File: config.mk
export PLATFORM = sky130hd
export DESIGN_NAME = crtc_vblank_end_addr_mode_line_compare
export DESIGN_NICKNAME = d
export VERILOG_FILES = /design/src/crtc_timing_pkg.sv /design/src/crtc_vblank_end_addr_mode_line_compare.sv /design/src/refresh_addr_mapper.sv
export SDC_FILE = /design/constraint.sdc
export NUM_CORES = 1
export LEC_CHECK = 0
export BUFFER_PORTS_ARGS = -buffer_cell sky130_fd_sc_hd__buf_2
export CORE_MARGIN = 2
export CORE_UTILIZATION = 30
export CTS_CLUSTER_SIZE = 24
export DETAILED_ROUTE_END_ITERATION = 7
export PLACE_DENSITY = 0.57
export REMOVE_ABC_BUFFERS = 1
export SETUP_SLACK_MARGIN = 0.5
export SLEW_MARGIN = 5
export SYNTH_ARGS = -nofsm -noshare
export SYNTH_HDL_FRONTEND = slang
export SYNTH_SLANG_ARGS = --single-unit
File: constraint.sdc
create_clock -name sys_clk_in -period 3.5 [get_ports sys_clk_in]
set_input_delay 0 -clock sys_clk_in [delete_from_list [all_inputs] [get_ports sys_clk_in]]
set_output_delay 0 -clock sys_clk_in [all_outputs]
set_load 0.01 [all_outputs]
File: src/crtc_timing_pkg.sv
// shared constants, carrier structs and the state record of the raster timing block
// assumes an indexed register port and one character-rate system clock
package crtc_timing_pkg;

   // ==========================================================
   // register indices on the indexed port
   localparam logic [7:0] IDX_VBLANK_END   = 8'h16;
   localparam logic [7:0] IDX_RASTER_MODE  = 8'h17;
   localparam logic [7:0] IDX_LINE_CMP_LOW = 8'h18;
   localparam logic [7:0] RD_UNMAPPED      = 8'h00;

   // ==========================================================
   // reset values, none are documented so all start at zero
   localparam logic [7:0]  VBLANK_END_RST   = 8'h00;
   localparam logic [7:0]  RASTER_MODE_RST  = 8'h00;
   localparam logic [7:0]  LINE_CMP_RST     = 8'h00;
   localparam logic [9:0]  VCOUNT_RST       = 10'h000;
   localparam logic [15:0] ADDR_RST         = 16'h0000;

   // ==========================================================
   // raster mode control field positions
   localparam int MODE_RETRACE_EN = 7;
   localparam int MODE_BYTE_SEL   = 6;
   localparam int MODE_ADDR_WRAP  = 5;
   localparam int MODE_COUNT_BY2  = 3;
   localparam int MODE_VCLK_DIV2  = 2;
   localparam int MODE_ROW_SEL14  = 1;
   localparam int MODE_CGA_OFF    = 0;

   // ==========================================================
   // extension register field positions
   localparam int LOCK_VBLANK_BIT = 0;
   localparam int LOCK_MODE_BIT   = 5;
   localparam int MEMSIZE_HI_BIT  = 7;
   localparam int MEMSIZE_LO_BIT  = 6;
   localparam int MISC_MAP_EN_BIT = 1;
   localparam int UL_DWORD_BIT    = 6;

   // ==========================================================
   // address pin positions with substitutions
   localparam int PIN_ROW_BIT0 = 13;
   localparam int PIN_ROW_BIT1 = 14;
   localparam int WRAP_LO_SRC  = 13;
   localparam int WRAP_HI_SRC  = 15;
   localparam int DWORD_SRC0   = 12;
   localparam int DWORD_SRC1   = 13;

   // ==========================================================
   // refresh address mapping modes
   typedef enum logic [1:0] {
      ADDR_BYTE,
      ADDR_WORD,
      ADDR_DWORD
   } addr_mode_t;

   // register port request
   typedef struct packed {
      logic       wr;
      logic       rd;
      logic [7:0] index;
      logic [7:0] data;
   } regbus_req_t;

   // whole state of the timing block
   typedef struct packed {
      logic [7:0]  vblank_end_count;
      logic [7:0]  raster_mode_control;
      logic [7:0]  split_line_compare_low;
      logic [9:0]  vcount;
      logic        vdiv;
      logic        cdiv;
      logic [15:0] ma_cnt;
      logic [15:0] row_start;
      logic        vblank;
      logic        hretrace;
      logic        vretrace;
      logic [15:0] pins;
      logic [7:0]  rd_data;
      logic        rd_valid;
   } crtc_state_t;

   // double word wins over the byte/word select
   function automatic addr_mode_t decode_addr_mode(input logic ul_dword,
                                                   input logic byte_sel);
      if (ul_dword) begin
         decode_addr_mode = ADDR_DWORD;
      end else if (byte_sel) begin
         decode_addr_mode = ADDR_BYTE;
      end else begin
         decode_addr_mode = ADDR_WORD;
      end
   endfunction : decode_addr_mode

endpackage : crtc_timing_pkg

File: src/crtc_vblank_end_addr_mode_line_compare.sv
// raster timing slice: vertical blank end, refresh address mapping,
// counter rates and split-screen line compare, behind an indexed register port
// assumes all strobes are one-cycle pulses synchronous to sys_clk_in
//
// Functional notes
// [RULE1] vertical blank drops when the low eight counter bits equal the blank end register.
// [RULE2] software loads blank end with start minus one plus the blank width, low eight bits.
// [RULE3] the ten-bit blank start setting is one less than the line where blanking begins; the code begins blanking on the line equal to the setting.
// [RULE4] writes to the blank end register are dropped while lock bit 0 is one.
// [RULE5] writes to the mode control register are dropped while lock bit 5 is one.
// [RULE6] mode bit 7 low forces both retrace outputs inactive, high lets them run.
// [RULE7] word mode shifts counter bits down one pin and puts a high bit on pin 0.
// [RULE8] byte uses bit n, word bit n-1, double word bits 12 and 13 on pins 0 and 1, else n-2.
// [RULE9] the mapping applies only with memory size bits 7:6 zero or misc bit 1 set.
// [RULE10] underline bit 6 selects double word, otherwise mode bit 6 picks byte or word.
// [RULE11] word mode pin 0 takes counter bit 13 without wrap and bit 15 with wrap.
// [RULE12] the address counter steps every character clock, or every second with mode bit 3; the code steps it only on character ticks during active display.
// [RULE13] the vertical counter steps per horizontal retrace, or every second with mode bit 2.
// [RULE14] pin 14 shows row scan bit 1 unless mode bit 1 selects counter bit 14.
// [RULE15] pin 13 shows row scan bit 0 in active display unless mode bit 0 is set.
// [RULE16] a ten-bit line compare clears the row start address when the vertical count hits it.
// [RULE17] every register resets to zero and reads back what was last written.
`timescale 1ns/100ps
module crtc_vblank_end_addr_mode_line_compare (
   input  wire logic                         sys_clk_in,
   input  wire logic                         rst_in,
   input  wire crtc_timing_pkg::regbus_req_t reg_req_in,
   input  wire logic [7:0]                   ext_lock_register_in,
   input  wire logic [7:0]                   ext_memory_size_register_in,
   input  wire logic [7:0]                   ext_misc_control_register_in,
   input  wire logic [7:0]                   underline_location_reg_in,
   input  wire logic                         line_cmp_bit8_in,
   input  wire logic                         line_cmp_bit9_in,
   input  wire logic [9:0]                   vblank_start_in,
   input  wire logic [15:0]                  start_addr_in,
   input  wire logic [7:0]                   row_offset_in,
   input  wire logic                         frame_start_in,
   input  wire logic                         hsync_tick_in,
   input  wire logic                         char_tick_in,
   input  wire logic                         row_advance_in,
   input  wire logic                         display_active_in,
   input  wire logic [1:0]                   row_scan_in,
   input  wire logic                         hretrace_raw_in,
   input  wire logic                         vretrace_raw_in,
   output logic [15:0]                       refresh_addr_out,
   output logic                              vblank_out,
   output logic                              hretrace_out,
   output logic                              vretrace_out,
   output logic [9:0]                        vcount_out,
   output logic [7:0]                        rd_data_out,
   output logic                              rd_valid_out
);

   // ==========================================================
   // state record and decoded controls
   crtc_timing_pkg::crtc_state_t st_q;
   crtc_timing_pkg::crtc_state_t st_d;
   crtc_timing_pkg::addr_mode_t  addr_mode;
   logic [15:0]                  pins_nxt;
   logic [9:0]                   line_cmp;
   logic [9:0]                   vcount_nxt;
   logic                         table_en;
   logic                         v_step;
   logic                         c_step;
   logic                         lc_hit;
   logic                         end_hit;
   logic                         start_hit;
   logic                         wr_vbe;
   logic                         wr_mode;
   logic                         wr_lcl;
   logic [7:0]                   mode;

   assign mode = st_q.raster_mode_control;

   // address mode decode, double word overrides mode bit 6
   assign addr_mode = crtc_timing_pkg::decode_addr_mode(
                         underline_location_reg_in[crtc_timing_pkg::UL_DWORD_BIT],
                         mode[crtc_timing_pkg::MODE_BYTE_SEL]); // RULE10

   // the table only holds for the standard memory size settings or with misc bit 1 set
   assign table_en = ~(ext_memory_size_register_in[crtc_timing_pkg::MEMSIZE_HI_BIT] |
                       ext_memory_size_register_in[crtc_timing_pkg::MEMSIZE_LO_BIT]) |
                     ext_misc_control_register_in[crtc_timing_pkg::MISC_MAP_EN_BIT]; // RULE9

   // compare value is spread over three registers
   assign line_cmp = {line_cmp_bit9_in, line_cmp_bit8_in, st_q.split_line_compare_low}; // RULE16

   // write decode with the lock bits, line compare has no lock
   assign wr_vbe  = reg_req_in.wr && (reg_req_in.index == crtc_timing_pkg::IDX_VBLANK_END) &&
                    !ext_lock_register_in[crtc_timing_pkg::LOCK_VBLANK_BIT]; // RULE4
   assign wr_mode = reg_req_in.wr && (reg_req_in.index == crtc_timing_pkg::IDX_RASTER_MODE) &&
                    !ext_lock_register_in[crtc_timing_pkg::LOCK_MODE_BIT]; // RULE5
   assign wr_lcl  = reg_req_in.wr && (reg_req_in.index == crtc_timing_pkg::IDX_LINE_CMP_LOW);

   // rate dividers: the phase bit lets every second tick through
   assign v_step = hsync_tick_in && (!mode[crtc_timing_pkg::MODE_VCLK_DIV2] || st_q.vdiv); // RULE13
   assign c_step = char_tick_in && display_active_in &&
                   (!mode[crtc_timing_pkg::MODE_COUNT_BY2] || st_q.cdiv); // RULE12

   assign vcount_nxt = frame_start_in ? crtc_timing_pkg::VCOUNT_RST :
                       v_step ? st_q.vcount + 10'h001 : st_q.vcount;
   assign lc_hit    = v_step && !frame_start_in && (vcount_nxt == line_cmp);
   assign end_hit   = v_step && (vcount_nxt[7:0] == st_q.vblank_end_count);
   assign start_hit = v_step && (vcount_nxt == vblank_start_in);

   // ==========================================================
   // pin mapping, registered below so the pins come from flops
   refresh_addr_mapper u_mapper (
      .ma_in             (st_q.ma_cnt),
      .mode_in           (addr_mode),
      .table_en_in       (table_en),
      .wrap_in           (mode[crtc_timing_pkg::MODE_ADDR_WRAP]),
      .row_sel14_in      (mode[crtc_timing_pkg::MODE_ROW_SEL14]),
      .cga_off_in        (mode[crtc_timing_pkg::MODE_CGA_OFF]),
      .display_active_in (display_active_in),
      .row_scan_in       (row_scan_in),
      .pins_out          (pins_nxt)
   );

   // ==========================================================
   // next state
   always_comb begin
      st_d = st_q;
      // register writes
      if (wr_vbe) begin
         st_d.vblank_end_count = reg_req_in.data;
      end
      if (wr_mode) begin
         st_d.raster_mode_control = reg_req_in.data;
      end
      if (wr_lcl) begin
         st_d.split_line_compare_low = reg_req_in.data;
      end
      // read back of stored values, unmapped indices read zero
      st_d.rd_valid = reg_req_in.rd;
      if (reg_req_in.rd) begin
         case (reg_req_in.index)
            crtc_timing_pkg::IDX_VBLANK_END:   st_d.rd_data = st_q.vblank_end_count; // RULE17
            crtc_timing_pkg::IDX_RASTER_MODE:  st_d.rd_data = st_q.raster_mode_control;
            crtc_timing_pkg::IDX_LINE_CMP_LOW: st_d.rd_data = st_q.split_line_compare_low;
            default:                           st_d.rd_data = crtc_timing_pkg::RD_UNMAPPED;
         endcase
      end
      // vertical counter and its divide phase
      st_d.vcount = vcount_nxt; // RULE13
      if (frame_start_in) begin
         st_d.vdiv = 1'b0;
      end else if (hsync_tick_in) begin
         st_d.vdiv = !st_q.vdiv;
      end
      // character divide phase restarts every line
      if (hsync_tick_in || frame_start_in) begin
         st_d.cdiv = 1'b0;
      end else if (char_tick_in && display_active_in) begin
         st_d.cdiv = !st_q.cdiv;
      end
      // blank end wins when both compares hit the same line
      if (end_hit) begin
         st_d.vblank = 1'b0; // RULE1
      end else if (start_hit) begin
         st_d.vblank = 1'b1;
      end
      // row start and address counter, frame start first, then line compare over the line reload
      if (frame_start_in) begin
         st_d.row_start = start_addr_in;
         st_d.ma_cnt    = start_addr_in;
      end else if (lc_hit) begin
         st_d.row_start = crtc_timing_pkg::ADDR_RST; // RULE16
         st_d.ma_cnt    = crtc_timing_pkg::ADDR_RST;
      end else if (hsync_tick_in) begin
         if (row_advance_in) begin
            st_d.row_start = st_q.row_start + {7'h00, row_offset_in, 1'b0};
         end
         st_d.ma_cnt = st_d.row_start;
      end else if (c_step) begin
         st_d.ma_cnt = st_q.ma_cnt + 16'h0001; // RULE12
      end
      // retrace gating, no point letting a raw pulse out when disabled
      st_d.hretrace = mode[crtc_timing_pkg::MODE_RETRACE_EN] && hretrace_raw_in; // RULE6
      st_d.vretrace = mode[crtc_timing_pkg::MODE_RETRACE_EN] && vretrace_raw_in; // RULE6
      st_d.pins     = pins_nxt; // RULE8
   end

   // ==========================================================
   // state register, synchronous reset to all zero
   always_ff @(posedge sys_clk_in) begin
      if (rst_in) begin
         st_q <= '0; // RULE17
      end else begin
         st_q <= st_d;
      end
   end

   // outputs straight from the state flops
   assign refresh_addr_out = st_q.pins;
   assign vblank_out       = st_q.vblank;
   assign hretrace_out     = st_q.hretrace;
   assign vretrace_out     = st_q.vretrace;
   assign vcount_out       = st_q.vcount;
   assign rd_data_out      = st_q.rd_data;
   assign rd_valid_out     = st_q.rd_valid;
endmodule : crtc_vblank_end_addr_mode_line_compare

File: src/refresh_addr_mapper.sv
// combinational refresh address to pin mapping
// assumes the caller registers the result before it leaves the block
`timescale 1ns/100ps
module refresh_addr_mapper (
   input  wire logic [15:0]                ma_in,
   input  wire crtc_timing_pkg::addr_mode_t mode_in,
   input  wire logic                       table_en_in,
   input  wire logic                       wrap_in,
   input  wire logic                       row_sel14_in,
   input  wire logic                       cga_off_in,
   input  wire logic                       display_active_in,
   input  wire logic [1:0]                 row_scan_in,
   output logic [15:0]                     pins_out
);

   // ==========================================================
   // table lookup, falls back to straight byte mapping when disabled
   crtc_timing_pkg::addr_mode_t eff_mode;
   logic [15:0]                 mapped;

   assign eff_mode = table_en_in ? mode_in : crtc_timing_pkg::ADDR_BYTE; // RULE9

   // pin 0 carries a high counter bit in word mode
   assign mapped[0] = (eff_mode == crtc_timing_pkg::ADDR_WORD) ?
                      (wrap_in ? ma_in[crtc_timing_pkg::WRAP_HI_SRC]
                               : ma_in[crtc_timing_pkg::WRAP_LO_SRC]) : // RULE7 RULE11
                      (eff_mode == crtc_timing_pkg::ADDR_DWORD) ?
                      ma_in[crtc_timing_pkg::DWORD_SRC0] : ma_in[0]; // RULE8
   assign mapped[1] = (eff_mode == crtc_timing_pkg::ADDR_WORD) ? ma_in[0] :
                      (eff_mode == crtc_timing_pkg::ADDR_DWORD) ?
                      ma_in[crtc_timing_pkg::DWORD_SRC1] : ma_in[1]; // RULE8

   // upper pins shift down by one or two positions
   genvar gi;
   generate
      for (gi = 2; gi < 16; gi = gi + 1) begin : g_pin
         assign mapped[gi] = (eff_mode == crtc_timing_pkg::ADDR_WORD)  ? ma_in[gi-1] :
                             (eff_mode == crtc_timing_pkg::ADDR_DWORD) ? ma_in[gi-2] :
                             ma_in[gi]; // RULE7 RULE8
      end
   endgenerate

   // row scan substitutions for legacy text and graphics layouts
   always_comb begin
      pins_out = mapped;
      if (!row_sel14_in) begin
         pins_out[crtc_timing_pkg::PIN_ROW_BIT1] = row_scan_in[1]; // RULE14
      end
      if (!cga_off_in && display_active_in) begin
         pins_out[crtc_timing_pkg::PIN_ROW_BIT0] = row_scan_in[0]; // RULE15
      end
   end

endmodule : refresh_addr_mapper
==> flow_summary.ini, run 1 <==
[global_routing]
antenna_found_initial = 0
grt-ovfl-total = 0
grt_pass1_wl_microns = 27510
grt_pass1_vias = 5238
grt_max_degree = 46
track_usage_pct = 16.10

[cells_and_area]
drive_gt1_share_pct = 21.24
nFillCells = 2084
final_common_cell = buf_2
area_delta_synth_final_pct = 18.21
num_antenna_cells = 0
layout_common_cells = buf_2, dfxtp_1, nor2_1
final-seq-area_sq_mm = 0.001927
multi_input_area_sq_mm = 0.003565
final_nets = 927
layout.cells.non_filler = 1089

[floorplanning]
die_h_microns = 145.2
start_util_pct = 30.61
coreArea_sq_mm = 0.01953
core.rowCount = 51
die-area_sq_mm = 0.02107
io_pins = 135
die_x_microns = 145.2

[yosys]
synth_xor_area_share_pct = 6.824
synth.largest_area_cell = dfxtp_1
synth-edff-count = 0
ys_seq_area_share_pct = 32.15
synth-simple-area-share_pct = 23.86
ys_types = 67
synth_top_area_share_pct = 32.15
yosysWarnings = 0
synth_top_flop_cell = dfxtp_1
synth_compound_area_share_pct = 20.20
synthesis.area_sq_mm = 0.005977
synth-seq-cells = 96
synth.top_cells.by_area = dfxtp_1, nor2_1, buf_4
synth_mux_area_share_pct = 6.008
ys_async_sr_fraction_pct = 0
synth_adder_area_share_pct = 2.428
syn-mean-instance-area_sq_um = 8.034
synthCells = 744
synth_top_family_by_area = simple AND/OR/NAND/NOR gates

[min_path]
min_path_type = in -> reg

[timing]
hold_viol = 0
finalSetupViolCount = 0
final-max-slew-violation-count = 0
min_period_ns = 2.788
rsz0062_at_grt = yes
fin_crit_sh_pct = 79.66
finalSetupTns_ns = 0
relSlewSlack_pct = 36.64
fmax_mhz = 358.7
worst_pin_slew_ns = 0.9481
skew_ns = 0.01086

[routing]
wirelength_microns = 16870
wire_per_inst_microns = 15.49
drt_first_pass_iters = 5
drt_first_iter_violations = 320
ant_nets = 0
viasPerCell = 5.159
drc = 0
num_vias = 5618

[clock_network]
post_cts_buffers = 0
cts.clk_slew.worst_paths_ns = 0.07
insertion_delay_ns = 0.36
cts-buffers-inserted = 9
h-tree-depth = 3
tritoncts = built
clockBufferDepth = 2
cts.sink_count = 96
root_buffer = clkbuf_16

[place]
hpwlAfterDp_microns = 12440
placed_cells = 1050
gp_congestion = 0.8537
port_buffers = 108

[job]
cap_violations = 0

[setup_path]
crit_path_end_kind = flip-flop
crit_fanout = 13
crit_type = reg -> reg
arrival_ns = 3.01
critPathLaunchType = flip-flop
required_ns = 3.72

[power_and_ir_drop]
total_power_mw = 2.684
powerDensity_mw_per_mm2 = 379.8
ir_worst_vdd_mv = 0.2306
power_leakage_nw = 2.900

[outcome]
status = completed
-- flip-flops by register name (all words and copies together) (netlist names) --
register,cells
line_cmp,8
mode,8
rd_valid_out,1
vcount_out,10
st_q,42
vblank_out,1
hretrace_out,1
vretrace_out,1
refresh_addr_out,16
rd_data_out,8
-- final cells by class --
type	instances	share of cell area, %
inverter	10	0.5313
clock buffer	10	3.382
sequential	96	27.27
multi-input combinational	555	50.45
timing repair buffer	147	12.61
clock inverter	6	1.063
tap	265	4.693
-- final timing paths --
check,startpoint,end,slack [ns],cells past startpoint
hold reg to reg,st_q[28],st_q[28],0.47,2
hold / removal,reg_req_in[17],line_cmp[2],0.02,3
setup / recovery,vcount_out[0],st_q[54],0.71,9
setup reg to reg,vcount_out[0],st_q[54],0.71,9
-- kinds of logic (layout without fill, tap and decap cells) --
| group | after synthesis | after routing |
|---|---|---|
| and+or+nand+nor | 294 | 294 |
| adders and majority gates | 11 | 11 |
| buffers and inverters | 93 | 173 |
| AOI/OAI and AO/OA | 171 | 171 |
| xor gates and xnor gates | 45 | 45 |
| muxes | 34 | 34 |
| DFF | 96 | 96 |
-- synth_stat cells (3+ instances only) --
master / instances
a211oi_1: 17
a211oi_2: 6
a21o_1: 5
a21oi_1: 27
a221oi_1: 3
a22oi_1: 10
a311oi_1: 17
a31oi_1: 10
a41oi_1: 3
and2_1: 4
and3_1: 7
and4_1: 6
buf_2: 5
buf_4: 39
clkbuf_1: 36
dfxtp_1: 96
ha_1: 10
inv_1: 9
mux2_2: 11
mux2i_1: 22
nand2_1: 78
nand2b_1: 5
nand3_1: 38
nand4_1: 10
nor2_1: 88
nor2b_1: 11
nor3_1: 16
nor3b_1: 3
nor4_1: 5
o2111a_1: 3
o211ai_1: 8
o21ai_0: 34
o21ai_1: 3
o21bai_1: 4
o22ai_1: 3
o31ai_1: 4
or3_1: 6
xnor2_1: 21
xor2_1: 23
-- through the flow --
stage | setup slack, ns | hold slack [ns] | cell area, sq um | utilization, %
3_5_place_dp | 0.5672 | 0.2341 | 6497 | 33.28
5_1_grt | 0.4814 | 0.01933 | 7066 | 36.18
6_report | 0.7120 | 0.02266 | 7066 | 36.18
3_3_place_gp | 0.5495 | 0.2353 | 6497 | 33.28
4_1_cts | 0.5347 | 0.007956 | 7042 | 36.06
2_1_floorplan | 0.8148 | 0.06465 | 5505 | -
-- power breakdown --
group / switching [mW] / internal, mW / leakage, nW
clock network: 0.464 / 0.585 / 0.152
logic: 0.245 / 0.190 / 1.96
registers: 0.0568 / 1.14 / 0.787
-- per-layer routing --
layer / track usage [%] / wire (microns) / part of all wire (%)
met1: 22.52 / 8116 / 48
met2: 25.38 / 7577 / 45
met3: 3.302 / 987 / 5.9
met4: 3.922 / 189 / 1.1
met5: 0 / 0 / 0
-- critical path, cell delays in order (launching register included) --
cell and delay, ns:
dfxtp_4 0.44, ha_1 0.18, nand2_2 0.12, or4_1 0.57
a211oi_2 0.28, o22ai_1 0.13, nor4_2 0.37, a31oi_4 0.24
o21ai_1 0.19, o22ai_1 0.11
-- timing repair --
item / 4_1_cts / 5_1_grt
hold buffers: 23 / 0
setup endpoints to repair: 0 / 22
hold endpoints to repair: 45 / 0
resized for setup: 0 / 6
No activity file was read; power rests on OpenSTA's default activity.
==> inputs of run 2 (changes only) <==
--- a/config.mk
+++ b/config.mk
@@ -10,7 +10,7 @@
 export CORE_UTILIZATION = 30
 export CTS_CLUSTER_SIZE = 24
 export DETAILED_ROUTE_END_ITERATION = 7
-export PLACE_DENSITY = 0.57
+export PLACE_DENSITY = 0.59
 export REMOVE_ABC_BUFFERS = 1
 export SETUP_SLACK_MARGIN = 0.5
 export SLEW_MARGIN = 5
==> constraint.sdc (replaced) <==
create_clock -name sys_clk_in -period 2.3 [get_ports sys_clk_in]
set_input_delay 0 -clock sys_clk_in [delete_from_list [all_inputs] [get_ports sys_clk_in]]
set_output_delay 0 -clock sys_clk_in [all_outputs]
set_load 0.01 [all_outputs]
==> run 2 against run 1 <==
  * The flow now finishes with violations (setup timing)
  * Clock power increased by 46%
  * Via count increased by 8.0%
  * Sequential share of layout area decreased by 3.0 points
  * Non-clock buffer count increased by 78
==> flow_summary.ini, run 2 (same netlist as run 1, synthesis figures left out) <==
[outcome]
status = finished, violations left
violations = setup timing

[floorplanning]
start_util_pct = 30.61
coreArea_sq_mm = 0.01953
die_h_microns = 145.2
die_x_microns = 145.2
io_pins = 135
die-area_sq_mm = 0.02107
core.rowCount = 51

[power_and_ir_drop]
ir_worst_vdd_mv = 0.3960
combPwrFrac_pct = 19.4
p_clk_share_pct = 36.9
power_leakage_nw = 3.354
power_switching_mw = 1.200
p_seq_share_pct = 43.6
internal-power_mw = 2.949
powerDensity_mw_per_mm2 = 520.7
swShare_pct = 28.92

[timing]
min_period_ns = 2.453
relSlewSlack_pct = 53.79
setup_ws_ns = -0.1532
final-max-slew-violation-count = 0
hold_ws_ns = 0.03300
hold_viol = 0
skew_ns = 0.008880
fin_crit_sh_pct = 106.7
worst_pin_slew_ns = 0.6886
rsz0062_at_grt = yes
finalSetupTns_ns = -2.594
fmax_mhz = 407.6
finalSetupViolCount = 29

[routing]
drt_first_pass_iters = 5
drt_first_iter_violations = 483
ant_nets = 0
drc = 0
wirelength_microns = 19110
viasPerCell = 5.193
num_vias = 6065
wire_per_inst_microns = 16.36

[global_routing]
track_usage_pct = 17.92
antenna_found_initial = 0
grt-ovfl-total = 0
grt_max_degree = 40
grt_pass1_vias = 5849
grt_pass1_wl_microns = 30620

[clock_network]
clockBufferDepth = 2
cts.sink_count = 96
cts-buffers-inserted = 9
tritoncts = built
cts.clk_slew.worst_paths_ns = 0.07
insertion_delay_ns = 0.36
root_buffer = clkbuf_16
h-tree-depth = 3

[cells_and_area]
fin_area_sq_mm = 0.007969
largest_reg_flops = 42
regMostFlops = st_q
final_nets = 1006
final_common_cell = buf_2
layout_common_cells = buf_2, dfxtp_1, nor2_1
area_delta_synth_final_pct = 33.33
drive_gt1_share_pct = 33.00
num_antenna_cells = 0
fin_util_pct = 40.81

[job]
cap_violations = 0

[setup_path]
cp-startpoint = vcount_out[0]
required_ns = 2.54
crit_path_end_kind = flip-flop
worstReg2RegStart = vcount_out[0]
crit_fanout = 6
arrival_ns = 2.69
crit_type = reg -> reg
critPathLaunchType = flip-flop

[min_path]
hold_path.startpoint = reg_req_in[17]
min_path_type = in -> reg

[place]
dpl-instance-area_sq_mm = 0.007025
gp_congestion = 0.8585
hpwlAfterDp_microns = 13670
port_buffers = 108
[run 2: final timing paths]
path / to / slack, ns / cells after the start
min: line_cmp[1] / 0.03 / 3
max reg2reg: st_q[56] / -0.15 / 11
max: st_q[56] / -0.15 / 11
min reg2reg: st_q[28] / 0.47 / 2
[run 2: critical path, stage by stage (launching register included)]
cell,delay [ns]
dfxtp_4,0.38
ha_4,0.14
nand2_4,0.05
or4_4,0.52
a211oi_4,0.32
o22ai_4,0.11
nor4_2,0.16
buf_4,0.17
a31oi_4,0.14
buf_4,0.17
o211ai_1,0.08
a31oi_1,0.09
[run 2: routing by layer]
metal | track usage [%] | wire length (microns) | vias up
li1 | - | - | 2976
met5 | 0 | 0 | -
met3 | 4.057 | 1085 | 26
met2 | 28.79 | 8764 | 192
met1 | 24.50 | 8985 | 2871
met4 | 4.118 | 276 | 0
[run 2: cell type report]
type,count,area (sq um)
repair buffers,225,1525
clock buffers,11,232.7
fillers,2002,11560
clock inverters,5,57.56
well taps,265,331.6
multi-input cells,556,3846
inverters,10,37.54
flip-flops and latches,96,1938
[run 2: timing repair]
item	in CTS	in global routing
pin swaps	29	16
resized for setup	54	22
setup buffers	5	5
hold endpoints to repair	42	0
setup endpoints to repair	35	34
hold buffers	23	0
cloned	2	0
[run 2: per-stage QoR]
stage | setup slack, ns | power, mW | cells
after floorplan | -0.3852 | 2.203 | 661
after global placement | -0.2410 | 2.557 | 1117
after detailed placement | -0.2958 | 2.566 | 1117
after CTS | -0.06399 | 4.148 | 1163
after global routing | -0.2789 | 4.351 | 1168
final | -0.1532 | 4.149 | 1168
[run 2: power by group through the flow]
| stage | Sequential [mW] | Clock, mW | Combinational (mW) |
|---|---|---|---|
| after CTS | 1.81 | 1.56 | 0.779 |
| after global routing | 1.82 | 1.65 | 0.882 |
| after detailed placement | 1.85 | 0 | 0.718 |
| after global placement | 1.85 | 0 | 0.710 |
| final | 1.81 | 1.53 | 0.806 |
| after floorplan | 1.86 | 0 | 0.348 |
